==> src/core/sampler_ctl_defs.vh <==
`ifndef SAMPLER_CTL_DEFS_VH
`define SAMPLER_CTL_DEFS_VH
// register byte addresses
`define REG_CTRL      4'h0
`define REG_STATUS    4'h4
`define REG_TEMPO     4'h8
// ctrl field positions
`define CTRL_SRC_BIT  0
`define CTRL_ENG_BIT  1
// play mode switch codes (left, middle, right)
`define MODE_LOOP     2'h0
`define MODE_SHOT     2'h1
`define MODE_REV      2'h2
// tempo ranges
`define RANGE_LOW     2'h0
`define RANGE_MID     2'h1
`define RANGE_HIGH    2'h2
`define RANGE_RESET   2'h1
// beat limits
`define MAX_BEATS     6'h20
`define TAPS_NEEDED   3'h3
// times
`define CLK_MHZ       100
`define CLEAR_HOLD_MS 1500
`define ACK_FLASH_MS  200
`define BLINK_MS      250
`endif
==> src/core/loop_sampler_ctl.v <==
// Notes on behaviour
// - overwrite keeps old loop playing until done
// - loop, single-shot, reverse modes by switch
// - tempo adopted after three taps, immediately
// - long tap-clear hold clears tempo, keeps samples
// - lock indicator flashes briefly after clear
// - lock indicator flashes searching, steady locked
// - disengaged: lock off, clear indicator lit
// - single-shot fader open triggers and loops
// - auto play after record; button toggles mute
// - foot switch polarity sensed after reset
// - tap-clear plus mode switch picks range
// - left 60-120, middle 90-180 default
// - range returns to default on reset
// - one recording at a time; empty at boot
// - empty pads flash when source has audio
// - recording pad flashes per beat, other off
// - second press ends at 1 or even; 32 max
// - playing lit steady, muted off, toggles
// - loop boundaries snapped to beat grid
// - mode latched per pad at start
// - single-shot plays while held, restarts
// - source select master or cue mix
// - reverse starts on single press
//
// Our own choices: the register addresses and register access over Wishbone.
`timescale 1ns/1ps
`include "sampler_ctl_defs.vh"
module loop_sampler_ctl #(
   parameter CLEAR_CYC = (`CLEAR_HOLD_MS * `CLK_MHZ * 1000),
   parameter FLASH_CYC = (`ACK_FLASH_MS * `CLK_MHZ * 1000),
   parameter BLINK_CYC = (`BLINK_MS * `CLK_MHZ * 1000)
) (
   // clock, reset, enable
   input  wire        sys_clk,
   input  wire        rst,
   input  wire        ce,
   // wishbone slave
   input  wire        wb_cyc_i,
   input  wire        wb_stb_i,
   input  wire        wb_we_i,
   input  wire [3:0]  wb_adr_i,
   input  wire [3:0]  wb_sel_i,
   input  wire [31:0] wb_dat_i,
   output reg  [31:0] wb_dat_o,
   output reg         wb_ack_o,
   // front panel (asynchronous)
   input  wire [1:0]  pad_button,
   input  wire        tap_clear_button,
   input  wire        pad_overwrite_button,
   input  wire [1:0]  mode_switch,
   input  wire [1:0]  fader_open,
   input  wire [1:0]  foot_switch,
   // beat engine (same clock)
   input  wire        beat_pulse,
   input  wire        engine_locked,
   input  wire        audio_present,
   // indicators and controls
   output reg  [1:0]  pad_led,
   output reg         tempo_lock_indicator,
   output reg         tap_clear_led,
   output reg  [1:0]  pad_play,
   output reg  [1:0]  pad_reverse,
   output reg  [1:0]  pad_restart,
   output reg  [1:0]  pad_rec,
   output reg  [5:0]  rec_beats,
   output reg         src_cue,
   output reg  [1:0]  tempo_range,
   output reg         tempo_clear,
   output reg         tap_tempo_set,
   output reg  [1:0]  foot_press
);

////////////////////////////////////////////////////////////////////////////////
// input synchronisers: first stage only feeds second stage
reg [11:0] sync1_q;
reg [11:0] sync2_q;
reg [11:0] prev_q;
wire [11:0] raw = {foot_switch, fader_open, mode_switch, pad_overwrite_button,
                   tap_clear_button, pad_button, 2'h0};
always @(posedge sys_clk) begin
   if (rst) begin
      sync1_q <= 12'h000;
      sync2_q <= 12'h000;
      prev_q  <= 12'h000;
   end else if (ce) begin
      sync1_q <= raw;
      sync2_q <= sync1_q;
      prev_q  <= sync2_q;
   end
end
wire [1:0] btn      = sync2_q[3:2];
wire [1:0] btn_rise = sync2_q[3:2] & ~prev_q[3:2];
wire [1:0] btn_fall = ~sync2_q[3:2] & prev_q[3:2];
wire       tap      = sync2_q[4];
wire       tap_rise = sync2_q[4] & ~prev_q[4];
wire       ovw_rise = sync2_q[5] & ~prev_q[5];
wire [1:0] msw      = sync2_q[7:6];
wire [1:0] msw_prev = prev_q[7:6];
wire [1:0] fad_rise = sync2_q[9:8] & ~prev_q[9:8];
wire [1:0] fad      = sync2_q[9:8];
wire [1:0] foot     = sync2_q[11:10];

////////////////////////////////////////////////////////////////////////////////
// foot switch polarity caught on the fourth cycle after reset release
reg       pol_done_q;
reg [1:0] foot_pol_q;           // resting level of each foot switch
reg [2:0] settle_q;             // waits for synchroniser to fill
always @(posedge sys_clk) begin
   if (rst) begin
      pol_done_q <= 1'b0;
      foot_pol_q <= 2'h0;
      settle_q   <= 3'h0;
      foot_press <= 2'h0;
   end else if (ce) begin
      if (!pol_done_q) begin
         settle_q <= settle_q + 3'h1;
         if (settle_q == 3'h3) begin
            foot_pol_q <= foot;
            pol_done_q <= 1'b1;
         end
      end
      // pressed means away from the sensed rest level
      foot_press <= pol_done_q ? (foot ^ foot_pol_q) : 2'h0;
   end
end
// foot presses act like pad presses
reg  [1:0] prev_foot_q;
wire [1:0] foot_rise = foot_press & ~(prev_foot_q);
always @(posedge sys_clk) begin
   if (rst) prev_foot_q <= 2'h0;
   else if (ce) prev_foot_q <= foot_press;
end
wire [1:0] press = btn_rise | foot_rise;

////////////////////////////////////////////////////////////////////////////////
// wishbone registers: ctrl (source, engine), status, tempo
reg        eng_off_q;            // tempo tracking disengaged
reg        ack_d;
reg [1:0]  stored_q;             // pad holds a recording
reg [15:0] tap_per_q;            // gap before the latest tap
reg        tempo_valid_q;        // a tempo is memorised
always @(posedge sys_clk) begin
   if (rst) begin
      wb_ack_o  <= 1'b0;
      wb_dat_o  <= 32'h00000000;
      src_cue   <= 1'b0;
      eng_off_q <= 1'b0;
   end else if (ce) begin
      wb_ack_o <= ack_d;
      if (ack_d && wb_we_i && wb_adr_i == `REG_CTRL && wb_sel_i[0]) begin
         src_cue   <= wb_dat_i[`CTRL_SRC_BIT];
         eng_off_q <= wb_dat_i[`CTRL_ENG_BIT];
      end
      if (ack_d && !wb_we_i) begin
         case (wb_adr_i)
            `REG_CTRL:   wb_dat_o <= {30'h0, eng_off_q, src_cue};
            `REG_STATUS: wb_dat_o <= {16'h0, 2'h0, rec_beats, pad_play,
                                      pad_rec, stored_q, tempo_range};
            `REG_TEMPO:  wb_dat_o <= {15'h0, tempo_valid_q, tap_per_q};
            default:     wb_dat_o <= 32'h00000000;  // unmapped reads zero
         endcase
      end
   end
end
always @* ack_d = wb_cyc_i & wb_stb_i & ~wb_ack_o;

////////////////////////////////////////////////////////////////////////////////
// tempo range, tap tempo, clear hold
reg [31:0] hold_cnt_q;
reg [31:0] flash_cnt_q;
reg        cleared_q;            // clear already done for this hold
reg [15:0] tap_gap_q;            // clock cycles between taps (saturating)
reg [2:0]  tap_cnt_q;
reg        lock_seen_q;          // engine lock level last cycle
reg        range_used_q;         // tap hold used for range select
always @(posedge sys_clk) begin
   if (rst) begin
      tempo_range   <= `RANGE_RESET;
      hold_cnt_q    <= 32'h0;
      flash_cnt_q   <= 32'h0;
      cleared_q     <= 1'b0;
      tap_gap_q     <= 16'h0;
      tap_per_q     <= 16'h0;
      tap_cnt_q     <= 3'h0;
      tempo_valid_q <= 1'b0;
      tempo_clear   <= 1'b0;
      tap_tempo_set <= 1'b0;
      range_used_q  <= 1'b0;
      lock_seen_q   <= 1'b0;
   end else if (ce) begin
      tempo_clear   <= 1'b0;
      tap_tempo_set <= 1'b0;
      lock_seen_q   <= engine_locked;
      if (tap_gap_q != 16'hffff) tap_gap_q <= tap_gap_q + 16'h1;
      if (flash_cnt_q != 32'h0) flash_cnt_q <= flash_cnt_q - 32'h1;
      // range select while tap held and mode switch moved
      if (tap && msw != msw_prev) begin
         range_used_q <= 1'b1;
         case (msw)
            `MODE_LOOP: tempo_range <= `RANGE_LOW;
            `MODE_SHOT: tempo_range <= `RANGE_MID;
            `MODE_REV:  tempo_range <= `RANGE_HIGH;
            default:    tempo_range <= tempo_range;
         endcase
      end
      if (tap) begin
         hold_cnt_q <= hold_cnt_q + 32'h1;
         if (hold_cnt_q == CLEAR_CYC - 1 && !range_used_q && !cleared_q) begin
            cleared_q     <= 1'b1;
            tempo_clear   <= 1'b1;
            tap_cnt_q     <= 3'h0;
            tempo_valid_q <= 1'b0;
            flash_cnt_q   <= FLASH_CYC;
         end
      end else begin
         hold_cnt_q   <= 32'h0;
         cleared_q    <= 1'b0;
         range_used_q <= 1'b0;
      end
      // a fresh lock memorises the tempo; placed after the clear so a set wins
      if (engine_locked && !lock_seen_q) tempo_valid_q <= 1'b1;
      // tap counting: taps spaced more than the gap limit restart the count
      if (tap_rise) begin
         tap_gap_q <= 16'h0;
         tap_per_q <= tap_gap_q;
         if (tap_gap_q == 16'hffff) tap_cnt_q <= 3'h1;
         else if (tap_cnt_q < `TAPS_NEEDED) tap_cnt_q <= tap_cnt_q + 3'h1;
         if (tap_cnt_q + 3'h1 >= `TAPS_NEEDED && tap_gap_q != 16'hffff) begin
            tap_tempo_set <= 1'b1;
            tempo_valid_q <= 1'b1;
         end
      end
   end
end

////////////////////////////////////////////////////////////////////////////////
// blink generator for indicators
reg [31:0] blink_cnt_q;
reg        blink_q;
always @(posedge sys_clk) begin
   if (rst) begin
      blink_cnt_q <= 32'h0;
      blink_q     <= 1'b0;
   end else if (ce) begin
      if (blink_cnt_q >= BLINK_CYC - 1) begin
         blink_cnt_q <= 32'h0;
         blink_q     <= ~blink_q;
      end else begin
         blink_cnt_q <= blink_cnt_q + 32'h1;
      end
   end
end

////////////////////////////////////////////////////////////////////////////////
// pad recording and playback state
localparam S_EMPTY = 2'h0;
localparam S_REC   = 2'h1;
localparam S_PLAY  = 2'h2;
localparam S_MUTE  = 2'h3;
reg [1:0] st_q [0:1];
reg [1:0] mode_q [0:1];          // mode latched when the pad starts
reg       arm_q;                 // overwrite armed
reg       stop_req_q;            // stop at next legal beat
reg       rec_pad_q;
reg       old_play_q;            // old loop still playing under overwrite
wire      recording = (st_q[0] == S_REC) | (st_q[1] == S_REC);
// pad 0 wins when both pads would start a recording in the same cycle
wire      start0    = press[0] & ((st_q[0] == S_EMPTY) | (arm_q & (st_q[0] != S_REC)));
wire [1:0] start_block = {start0, 1'b0};

function legal_len;              // 1 or even beat counts
   input [5:0] n;
   begin
      legal_len = (n == 6'h1) | ~n[0];
   end
endfunction

integer i;
always @(posedge sys_clk) begin
   if (rst) begin
      for (i = 0; i < 2; i = i + 1) begin
         st_q[i]   <= S_EMPTY;
         mode_q[i] <= `MODE_LOOP;
      end
      stored_q    <= 2'h0;
      arm_q       <= 1'b0;
      stop_req_q  <= 1'b0;
      rec_pad_q   <= 1'b0;
      old_play_q  <= 1'b0;
      rec_beats   <= 6'h0;
      pad_play    <= 2'h0;
      pad_reverse <= 2'h0;
      pad_restart <= 2'h0;
      pad_rec     <= 2'h0;
   end else if (ce) begin
      pad_restart <= 2'h0;
      for (i = 0; i < 2; i = i + 1) begin
         case (st_q[i])
            S_EMPTY: begin
               if (press[i] && !recording && !start_block[i]) begin
                  st_q[i]    <= S_REC;
                  rec_pad_q  <= i[0];
                  rec_beats  <= 6'h0;
                  stop_req_q <= 1'b0;
                  old_play_q <= 1'b0;
                  arm_q      <= 1'b0;
               end
            end
            S_REC: begin
               if (press[i]) stop_req_q <= 1'b1;
               // boundaries only move on beats
               if (beat_pulse) begin
                  rec_beats <= rec_beats + 6'h1;
                  if (rec_beats + 6'h1 == `MAX_BEATS ||
                      (stop_req_q && legal_len(rec_beats + 6'h1))) begin
                     st_q[i]     <= S_PLAY;
                     stored_q[i] <= 1'b1;
                     old_play_q  <= 1'b0;
                     mode_q[i]   <= msw;
                     pad_restart[i] <= 1'b1;
                  end
               end
            end
            S_PLAY, S_MUTE: begin
               if (press[i] && arm_q && !recording && !start_block[i]) begin
                  // overwrite: old audio keeps playing meanwhile
                  old_play_q <= (st_q[i] == S_PLAY);
                  st_q[i]    <= S_REC;
                  rec_pad_q  <= i[0];
                  rec_beats  <= 6'h0;
                  stop_req_q <= 1'b0;
                  arm_q      <= 1'b0;
               end else if (st_q[i] == S_MUTE) begin
                  if (press[i] || (msw == `MODE_SHOT && fad_rise[i])) begin
                     st_q[i]   <= S_PLAY;
                     mode_q[i] <= msw;
                     pad_restart[i] <= 1'b1;
                  end
               end else if (mode_q[i] == `MODE_SHOT) begin
                  // held button or open fader keeps looping
                  if (press[i]) pad_restart[i] <= 1'b1;
                  if (!btn[i] && !fad[i] && (btn_fall[i] || !foot_press[i]))
                     st_q[i] <= S_MUTE;
               end else if (press[i]) begin
                  st_q[i] <= S_MUTE;
               end
            end
            default: st_q[i] <= S_EMPTY;
         endcase
         pad_play[i] <= (st_q[i] == S_PLAY) ||
                        (st_q[i] == S_REC && old_play_q);
         pad_reverse[i] <= (mode_q[i] == `MODE_REV);
         pad_rec[i] <= (st_q[i] == S_REC);
      end
      // arming after the clear so a new arming in a start cycle survives
      if (ovw_rise) arm_q <= 1'b1;
   end
end

////////////////////////////////////////////////////////////////////////////////
// indicators
reg beat_flash_q;                // one blink per counted beat
always @(posedge sys_clk) begin
   if (rst) begin
      pad_led              <= 2'h0;
      tempo_lock_indicator <= 1'b0;
      tap_clear_led        <= 1'b0;
      beat_flash_q         <= 1'b0;
   end else if (ce) begin
      if (beat_pulse) beat_flash_q <= 1'b1;
      else if (blink_cnt_q == 32'h0) beat_flash_q <= 1'b0;
      for (i = 0; i < 2; i = i + 1) begin
         if (recording)
            pad_led[i] <= (st_q[i] == S_REC) ? beat_flash_q : 1'b0;
         else if (st_q[i] == S_EMPTY)
            pad_led[i] <= audio_present & blink_q;
         else
            pad_led[i] <= (st_q[i] == S_PLAY);
      end
      if (eng_off_q) begin
         tempo_lock_indicator <= 1'b0;
         tap_clear_led        <= 1'b1;
      end else begin
         tap_clear_led <= 1'b0;
         if (flash_cnt_q != 32'h0)
            // one on/off flash over the window, unlike the search blink
            tempo_lock_indicator <= (flash_cnt_q > FLASH_CYC / 2);
         else
            tempo_lock_indicator <= engine_locked | blink_q;
      end
   end
end

endmodule // loop_sampler_ctl

==> config.mk <==
export PLATFORM = sky130hd
export DESIGN_NAME = loop_sampler_ctl
export DESIGN_NICKNAME = d
export VERILOG_FILES = /design/src/core/loop_sampler_ctl.v
export VERILOG_INCLUDE_DIRS = /design/src /design/src/core
export SDC_FILE = /design/constraint.sdc
export NUM_CORES = 1
export LEC_CHECK = 0
export BUFFER_PORTS_ARGS = -buffer_cell sky130_fd_sc_hd__buf_2
export CORE_UTILIZATION = 50
export DETAILED_ROUTE_END_ITERATION = 8
export PLACE_DENSITY = 0.7
export SETUP_SLACK_MARGIN = 0.2
export SLEW_MARGIN = 20
export SYNTH_ARGS = -nofsm -noshare
export SYNTH_HDL_FRONTEND = slang
export SYNTH_SLANG_ARGS = --single-unit
==> constraint.sdc <==
create_clock -name sys_clk -period 4.2 [get_ports sys_clk]
set_input_delay 0.42 -clock sys_clk [delete_from_list [all_inputs] [get_ports sys_clk]]
set_output_delay 0.42 -clock sys_clk [all_outputs]
set_load 0.01 [all_outputs]
# Word level (Yosys, flattened, before mapping)
# Memory sizes are Yosys's and may differ from the RTL's.
# Cells that the tools add are included.
# W data, S select, Z words.
# op_classes
bitwise,43
n_eq_ne,24
addsub,7
reduce_logical,69
n_lt_le_gt_ge,4
muxes,176
# ops
cell,n
$mux W32,5
$mux W1,129
$add A32 B1 Y32 const B,2
$pmux W17 S3,1
$mux W6,6
$pmux W6 S3,2
$mux W2,17
$eq A32 B28 Y1 const B,1
$ge A32 B25 Y1 const B,1
$gt A32 B24 Y1 const B,1
$logic_not A32 Y1,1
$mux W16,2
$reduce_bool A32 Y1,1
$sub A32 B1 Y32 const B,1
$logic_and A1 B1 Y1,26
$or A1 B1 Y1,20
$reduce_and A2 Y1,9
$add A16 B1 Y16 const B,1
$eq A16 B16 Y1 const B,1
$ne A16 B16 Y1 const B,1
$mux W3,5
$eq A2 B2 Y1 const B,7
$logic_not A1 Y1,12
$pmux W1 S3,4
other kinds (28),67
# word_totals
n_memories,2
in_bits,59
ram_bits,8
word_cells,365
regBits,237
output_inout_bits,58
# memory_table
memory,words,word_bits,rd,rd_clocked_by_memory_dff,write_ports,line_no,source
mode_q,2,2,2,0,2,loop_sampler_ctl.v:262,reg [1:0] mode_q [0:1];
st_q,2,2,2,0,2,loop_sampler_ctl.v:261,reg [1:0] st_q [0:1];

# Depth between registers and ports, before layout
# Gate-level depths: netlist of the first run.
# An unclocked memory read counts as a cell.
# logic_depth
depth_word,18
mapped_depth,9
mapped_depth_nobuf,8

# Worst setup path before layout of the first run
# Ideal clock, no wire load.
# synth_timing
path_type,register to register
from,register rec_beats[0]
to,memory st_q[0][0] (enable)
path_slack_ns,2.057
n_path_buf,0
setup_time_ns,0.273
required_time_ns,3.927
period_less_slack_ns,2.143
path_stages_with_launch,9
arrival_time_ns,1.869
cell_sequence,dfxtp_1 inv_1 ha_1 nand3b_1 a2bb2oi_1 a311oi_1 o21ai_1 o2111ai_2 nand3b_1
# synth_rtl
item,line_no,source
start: declaration,loop_sampler_ctl.v:66,"output reg [5:0] rec_beats,"
start signal: assignment,loop_sampler_ctl.v:314,rec_beats <= rec_beats + 6'h1;
end: declaration,loop_sampler_ctl.v:261,

# Final worst setup path of the first run
# layout_timing
from,register hold_cnt_q[7]
to,register tempo_valid_q
# layout_between
elab_chain_len,8
# layout_rtl
item,line_no,source
start: declaration,loop_sampler_ctl.v:170,reg [31:0] hold_cnt_q;
start signal: assignment,loop_sampler_ctl.v:208,hold_cnt_q <= hold_cnt_q + 32'h1;
$eq A32 B28 Y1 *,loop_sampler_ctl.v:209,if (hold_cnt_q == CLEAR_CYC - 1 && !range_used_q && !cleared_q) begin
$logic_and A1 B1 Y1 * (2 in a row),loop_sampler_ctl.v:209,
$mux W1 *,loop_sampler_ctl.v:209,
$mux W1 *,loop_sampler_ctl.v:207,if (tap) begin
$mux W1 *,loop_sampler_ctl.v:222,if (engine_locked && !lock_seen_q) tempo_valid_q <= 1'b1;
$mux W1,loop_sampler_ctl.v:229,if (tap_cnt_q + 3'h1 >= `TAPS_NEEDED && tap_gap_q != 16'hffff) begin
$mux W1 *,loop_sampler_ctl.v:224,if (tap_rise) begin
end signal: assignment,loop_sampler_ctl.v:213,tempo_valid_q <= 1'b0;
end signal: assignment,loop_sampler_ctl.v:222,
end signal: assignment,loop_sampler_ctl.v:231,tempo_valid_q <= 1'b1;
end: declaration,loop_sampler_ctl.v:142,reg tempo_valid_q;
# Every way passes the cells marked *; elsewhere a longest branch is shown, timed or not.
# A chain may end at the register's enable or synchronous reset.

==> results.py, run 1 <==
metrics = {
    "drt": {
        "wl_per_cell_um": 15.16,
        "drt_iter0_drc": 602,
        "totalWireLength_mm": 24.74,
        "first_pass_iters": 5,
        "drc": 0,
        "vias": 9235,
        "ant_nets": 0,
        "viasPerCell": 5.659,
    },
    "clock_tree": {
        "clkLatencyLatePin_ns": 0.51,
        "h-tree-depth": 1,
        "ctsHoldBuffers": 0,
        "cts_resized": 0,
        "cts_tree": "yes",
        "root_buffer": "clkbuf_16",
        "post-cts-setup-buffers": 0,
        "cts_sinks": 230,
        "cts_buffer_depth": 3,
        "numCtsBuffers": 25,
        "clk_pin_slew_ns": 0.06,
    },
    "finish": {
        "antenna_cells": 0,
        "n_fill_cell": 1947,
        "nets": 1412,
        "final_util": 0.5742,
        "instances_no_fill": 1632,
        "drive_gt1_frac": 0.1061,
        "area_growth_pct": 11.83,
    },
    "logic_synthesis": {
        "yosys-top-cells-count": "dfxtp_1 (222), nor2_1 (220), nand2_1 (109), a21oi_1 (88), xor2_1 (67)",
        "ys_seq_area_frac": 0.4299,
        "synth_top_cell_area_share": 0.4079,
        "async_reset_ff_frac": 0,
        "ys_types": 72,
        "yosys.cell_count.top_type": "dfxtp_1",
        "synth_area_mm2": 0.01090,
        "postSynthAreaPerCell_um2": 8.420,
        "synth-edff-count": 8,
        "synth_cells": 1294,
        "ys.flop_type": "dfxtp_1",
        "synth_seq_cells": 230,
        "synth_area_leaders": "dfxtp_1 (41%), nor2_1 (7.6%), xor2_1 (5.4%), a21oi_1 (4.0%), nand2_1 (3.8%)",
        "yosys.area.top_type": "dfxtp_1",
        "ys_warn_count": 0,
    },
    "sta": {
        "worst_pin_slew_ns": 0.8555,
        "setup_viol": 0,
        "report.final.slew_viol_count": 0,
        "max_freq_mhz": 331.0,
        "fin_tns_setup_ns": 0,
        "rsz0062_at_grt": "false",
        "min_period_ns": 3.021,
        "clock-skew-final_ns": 0.01244,
        "slew_headroom": 0.4253,
        "hold_viol_final": 0,
        "fin_crit_sh": 0.7193,
    },
    "floorplan": {
        "core_mm2": 0.02122,
        "ios": 117,
        "die-area_mm2": 0.02238,
        "floorplan.initialDensity": 0.5134,
        "fp.dieW_um": 149.6,
        "die_y_um": 149.6,
        "rows": 53,
    },
    "global_route": {
        "grt_pass1_wl_mm": 41.12,
        "grt_usage": 0.2225,
        "grt_max_degree": 63,
        "antenna_found_initial": 0,
        "grt-ovfl-total": 0,
        "grt_pass1_vias": 8288,
    },
    "worst_setup_path": {
        "crit_path_top_delay_cell": "nand2b_1",
        "slowest_delay_ns": 0.67,
        "critical_path.cell_chain": "nor4b_1, nand4_1, nor4_1, nand2_1, nand2b_1, buf_4, o22ai_1",
        "critical-path-top-delay-family": "simple AND/OR/NAND/NOR gates",
        "end_kind": "flip-flop",
        "worst-path-buf-inv": 1,
        "critPathKind": "flip-flop to flip-flop",
        "critPathRequiredTime_ns": 4.57,
        "cp.arrival_ns": 3.39,
        "timing.critical_path.fanout_max": 16,
        "startpoint_type": "flip-flop",
    },
    "placed_design": {
        "dp_hpwl_mm": 16.92,
        "placedCellCount": 1588,
        "io_buffer_count": 68,
        "gp_congestion": 0.8703,
    },
    "pwr": {
        "total_power_mw": 5.993,
        "p_leak_nw": 4.560,
        "peakVddDrop_v": 0.0002887,
        "power-per-cell-area_mw_per_mm2": 491.9,
    },
    "outcome": {
        "outcome": "complete, no violations",
    },
    "min_path": {
        "hp-class": "input pin to flip-flop",
    },
    "flow_run": {
        "cap_violations": 0,
    },
}
-- power breakdown --
part	total, mW	internal (mW)	switching, mW
sequential	2.53	2.34	0.188
clock	2.14	1.31	0.831
combinational	1.32	0.557	0.763
-- tightest hold or removal path: stages --
cell	delay (ns)
buf_2	0.07
mux2i_1	0.05
nor2_1	0.07
-- state kept, by name (all words and copies together) (netlist names), 8 cells and up --
| signal | cells |
|---|---|
| blink_cnt_q | 32 |
| flash_cnt_q | 32 |
| hold_cnt_q | 32 |
| wb_dat_o | 17 |
| tap_gap_q | 16 |
| tap_per_q | 16 |
| sync1_q | 10 |
| sync2_q | 10 |
| prev_q | 8 |
-- layout make-up --
class	instances	area, µm²	area share
tap	275	344.1	0.02824
inverter	28	105.1	0.008626
timing repair buffer	81	442.9	0.03635
sequential	230	4684	0.3845
clock inverter	4	70.07	0.005751
multi-input combinational	974	5804	0.4764
clock buffer	40	733.2	0.06018
-- kinds of logic after synthesis --
kind of cell,share of synthesized area
buffers and inverters,0.04341
AOI/OAI and AO/OA,0.1245
muxes,0.03606
xor gates and xnor gates,0.07878
adders and majority gates,0.01493
and+or+nand+nor,0.2720
DFF,0.4299
other,0.0003442
-- worst paths after layout --
check                        startpoint                    endpoint  slack (ns)  cells past startpoint
max reg2reg  hold_cnt_q[7]$_SDFFE_PP0P_  tempo_valid_q$_SDFFE_PP0P_        1.18                      7
min reg2reg   wb_dat_o[15]$_SDFFE_PP0P_   wb_dat_o[15]$_SDFFE_PP0P_        0.45                      2
max          hold_cnt_q[7]$_SDFFE_PP0P_  tempo_valid_q$_SDFFE_PP0P_        1.18                      7
min                       fader_open[1]     sync1_q[9]$_SDFFE_PP0P_        0.14                      3
-- metal layers --
metal	GRT usage	vias up	part of all wire
met5	0	-	0
met4	0.06378	0	0.024
met3	0.03201	37	0.051
met2	0.3424	226	0.44
met1	0.3216	4335	0.48
li1	-	4637	-
-- per-stage QoR --
step                      hold slack [ns]  area (µm²)  setup WS [ns]
after floorplan                    0.4329       10950          2.057
after global placement             0.4390       11380          1.316
after detailed placement           0.4401       11380          1.227
after CTS                          0.1255       12180          1.197
after global routing               0.1370       12180         0.9699
final                              0.1447       12180          1.179
-- placed cells by master, fill, tap and decap left out, types with 17 or more instances in the layout --
| cell type | n |
|---|---|
| clkbuf_16 | 26 |
| xnor2_1 | 31 |
| nand3_1 | 56 |
| a21oi_1 | 88 |
| inv_1 | 28 |
| a22oi_1 | 17 |
| buf_2 | 66 |
| nand4_1 | 38 |
| nor3_1 | 28 |
| dfxtp_1 | 222 |
| mux2i_1 | 37 |
| nor4_1 | 21 |
| o21ai_0 | 29 |
| nor2_1 | 220 |
| xor2_1 | 67 |
| nand2_1 | 109 |
No activity file was read; power rests on OpenSTA's default activity.
==> run 2: changes to the inputs <==
--- a/config.mk
+++ b/config.mk
@@ -6,10 +6,11 @@
 export SDC_FILE = /design/constraint.sdc
 export NUM_CORES = 1
 export LEC_CHECK = 0
+export ABC_AREA = 1
 export BUFFER_PORTS_ARGS = -buffer_cell sky130_fd_sc_hd__buf_2
 export CORE_UTILIZATION = 50
 export DETAILED_ROUTE_END_ITERATION = 8
-export PLACE_DENSITY = 0.7
+export PLACE_DENSITY = 0.72
 export SETUP_SLACK_MARGIN = 0.2
 export SLEW_MARGIN = 20
 export SYNTH_ARGS = -nofsm -noshare
==> constraint.sdc (replaced) <==
create_clock -name sys_clk -period 2.65 [get_ports sys_clk]
set_input_delay 0.265 -clock sys_clk [delete_from_list [all_inputs] [get_ports sys_clk]]
set_output_delay 0.265 -clock sys_clk [all_outputs]
set_load 0.01 [all_outputs]
==> results.py, run 2 <==
metrics = {
    "logic_synthesis": {
        "yosys-top-cells-count": "nand2_1 (311), dfxtp_1 (222), nor2_1 (220), inv_1 (176), a21oi_1 (152)",
        "ys_seq_area_frac": 0.4021,
        "synth-edff-count": 8,
        "synth_top_cell_area_share": 0.3815,
        "synth_area_mm2": 0.01165,
        "ys_warn_count": 0,
        "synth_area_leaders": "dfxtp_1 (38%), nand2_1 (10%), nor2_1 (7.1%), a21oi_1 (6.5%), inv_1 (5.7%)",
        "synth_cells": 1660,
        "postSynthAreaPerCell_um2": 7.018,
        "yosys.area.top_type": "dfxtp_1",
        "ys_types": 60,
        "yosys.cell_count.top_type": "nand2_1",
        "ys.flop_type": "dfxtp_1",
        "async_reset_ff_frac": 0,
        "synth_seq_cells": 230,
    },
    "global_route": {
        "grt_max_degree": 49,
        "grt-ovfl-total": 0,
        "grt_pass1_wl_mm": 48.78,
        "grt_usage": 0.2455,
        "grt_pass1_vias": 10130,
        "antenna_found_initial": 0,
    },
    "sta": {
        "rsz0062_at_grt": "false",
        "fin_tns_setup_ns": 0,
        "clock-skew-final_ns": 0.01226,
        "setup_viol": 0,
        "worst_pin_slew_ns": 0.5784,
        "max_freq_mhz": 445.6,
        "min_period_ns": 2.244,
        "hold_viol_final": 0,
        "report.final.slew_viol_count": 0,
        "fin_crit_sh": 0.8469,
        "slew_headroom": 0.6139,
    },
    "drt": {
        "totalWireLength_mm": 29.65,
        "first_pass_iters": 5,
        "drt_iter0_drc": 789,
        "ant_nets": 0,
        "drc": 0,
        "viasPerCell": 5.345,
        "vias": 11060,
        "wl_per_cell_um": 14.33,
    },
    "worst_setup_path": {
        "timing.critical_path.fanout_max": 8,
        "end_kind": "flip-flop",
        "startpoint_type": "flip-flop",
        "critPathKind": "flip-flop to flip-flop",
        "slowest_delay_ns": 0.37,
        "cp.arrival_ns": 2.49,
        "crit_top_cell": "nand2_1",
        "worstRegToRegCells": 15,
        "critPathRequiredTime_ns": 2.89,
        "crit_path_top_delay_cell": "dfxtp_1",
        "critical_path.cell_chain": "buf_4, nand3_1, nand2_1, nand2_1, nor2_1, nand3_1, nand2_1, nand2_1, nand2_1, nand2_1, nor2_1, nand2_1, nand2_1, inv_2, nand3_1",
    },
    "clock_tree": {
        "clkLatencyLatePin_ns": 0.54,
        "cts_buffer_depth": 3,
        "cts_sinks": 230,
        "h-tree-depth": 1,
        "numCtsBuffers": 27,
        "cts_tree": "yes",
        "root_buffer": "clkbuf_16",
        "clk_pin_slew_ns": 0.06,
    },
    "min_path": {
        "holdPathStages": 3,
        "hp-class": "input pin to flip-flop",
    },
    "placed_design": {
        "io_buffer_count": 68,
        "gp_congestion": 0.9666,
        "dp_hpwl_mm": 21.11,
        "placedCellCount": 2006,
    },
    "finish": {
        "reg_top3": "blink_cnt_q x32, flash_cnt_q x32, hold_cnt_q x32",
        "drive_gt1_frac": 0.1213,
        "nets": 1808,
        "area_growth_pct": 14.39,
        "antenna_cells": 0,
        "layout_commonest_cell": "nand2_1",
        "mostFrequentLayoutCells": "nand2_1 (310), nor2_1 (219), dfxtp_1 (219), inv_1 (176), a21oi_1 (152)",
        "instances_no_fill": 2069,
    },
    "floorplan": {
        "core_mm2": 0.02278,
        "ios": 117,
        "floorplan.initialDensity": 0.5115,
        "die-area_mm2": 0.02391,
        "fp.dieW_um": 154.6,
        "rows": 55,
        "die_y_um": 154.6,
    },
    "flow_run": {
        "cap_violations": 0,
    },
    "pwr": {
        "power.switching_mw": 3.570,
        "switching_share": 0.3367,
        "peakVddDrop_v": 0.0005822,
        "power_frac_comb": 0.252,
        "internal_power_mw": 7.033,
        "p_leak_nw": 5.524,
        "power-per-cell-area_mw_per_mm2": 795.6,
        "pwr-share-seq": 0.387,
        "power.share.clock": 0.361,
    },
    "outcome": {
        "outcome": "complete, no violations",
    },
}
-- run 2: cell types whose count changed in the layout (fill, tap and decap cells not counted), moves of 18 or more --
cell / change
nand2_1: +201
inv_1: +148
o21ai_0: +88
a21oi_1: +64
xor2_1: -47
mux2i_1: -37
nand3_1: +34
xnor2_1: -21
nor3_1: +18
-- run 2: repair_timing --
action,4_1_cts,5_1_grt
resized for setup,0,10
hold buffers,12,0
hold endpoints to repair,12,0
setup buffers,0,2
setup endpoints to repair,0,32
-- run 2: through the flow --
| step | cell area (µm²) | power [mW] | hold slack, ns | util | worst slack, ns |
|---|---|---|---|---|---|
| CTS | 13270 | 10.63 | 0.05865 | 0.5828 | 0.2903 |
| detailed placement | 12240 | 6.777 | 0.4311 | 0.5373 | 0.3103 |
| finish | 13330 | 10.60 | 0.07856 | 0.5851 | 0.4056 |
| global placement | 12240 | 6.716 | 0.4265 | 0.5373 | 0.3609 |
| floorplan | 11700 | 6.175 | 0.3926 | - | 0.5550 |
| global route | 13330 | 11.23 | 0.09410 | 0.5851 | 0.2445 |
-- run 2: area by class of cell --
cell class | count | area [µm²]
fill | 2135 | 9452
inverter | 197 | 753.2
timing repair buffer | 100 | 623.1
sequential | 230 | 4688
multi-input combinational | 1180 | 5956
tap | 313 | 391.6
clock inverter | 13 | 175.2
clock buffer | 36 | 739.5
-- run 2: path summary, 6_finish.rpt --
check / start / endpoint / slack (ns)
hold reg to reg: blink_cnt_q[25]$_SDFFE_PP0P_ / blink_cnt_q[25]$_SDFFE_PP0P_ / 0.44
setup reg to reg: rec_beats[1]$_SDFFE_PP0P_ / st_q[0][0]$_SDFFCE_PN0P_ / 0.41
setup / recovery: rec_beats[1]$_SDFFE_PP0P_ / st_q[0][0]$_SDFFCE_PN0P_ / 0.41
hold / removal: engine_locked / lock_seen_q$_SDFFE_PP0P_ / 0.08
-- run 2: power groups by stage --
stage	clock network [mW]	logic [mW]	registers (mW)
2_1_floorplan	0	2.08	4.10
3_3_place_gp	0	2.56	4.16
3_5_place_dp	0	2.61	4.16
4_1_cts	3.89	2.64	4.09
5_1_grt	4.04	3.04	4.15
6_report	3.83	2.67	4.10
-- run 2: cells by family after synthesis --
| family | synth area share |
|---|---|
| xor+xnor | 0.02255 |
| simple gates | 0.3137 |
| buf+inv | 0.09408 |
| other cells | 0.0003219 |
| fa+ha+maj | 0.01396 |
| flops | 0.4021 |
| compound gates | 0.1533 |
-- run 2: critical path, delay by kind of cell (launching register included) --
kind                   cells  cell delay [ns]
buffers and inverters      2             0.24
DFF                        1             0.37
and+or+nand+nor           13             1.33
-- run 2: layer usage --
| metal | up-vias | track usage | routed length (µm) |
|---|---|---|---|
| met5 | - | 0 | 0 |
| met3 | 57 | 0.03054 | 1608 |
| met1 | 5078 | 0.3384 | 13820 |
| met4 | 0 | 0.07826 | 792 |
| li1 | 5616 | - | - |
| met2 | 307 | 0.3988 | 13430 |
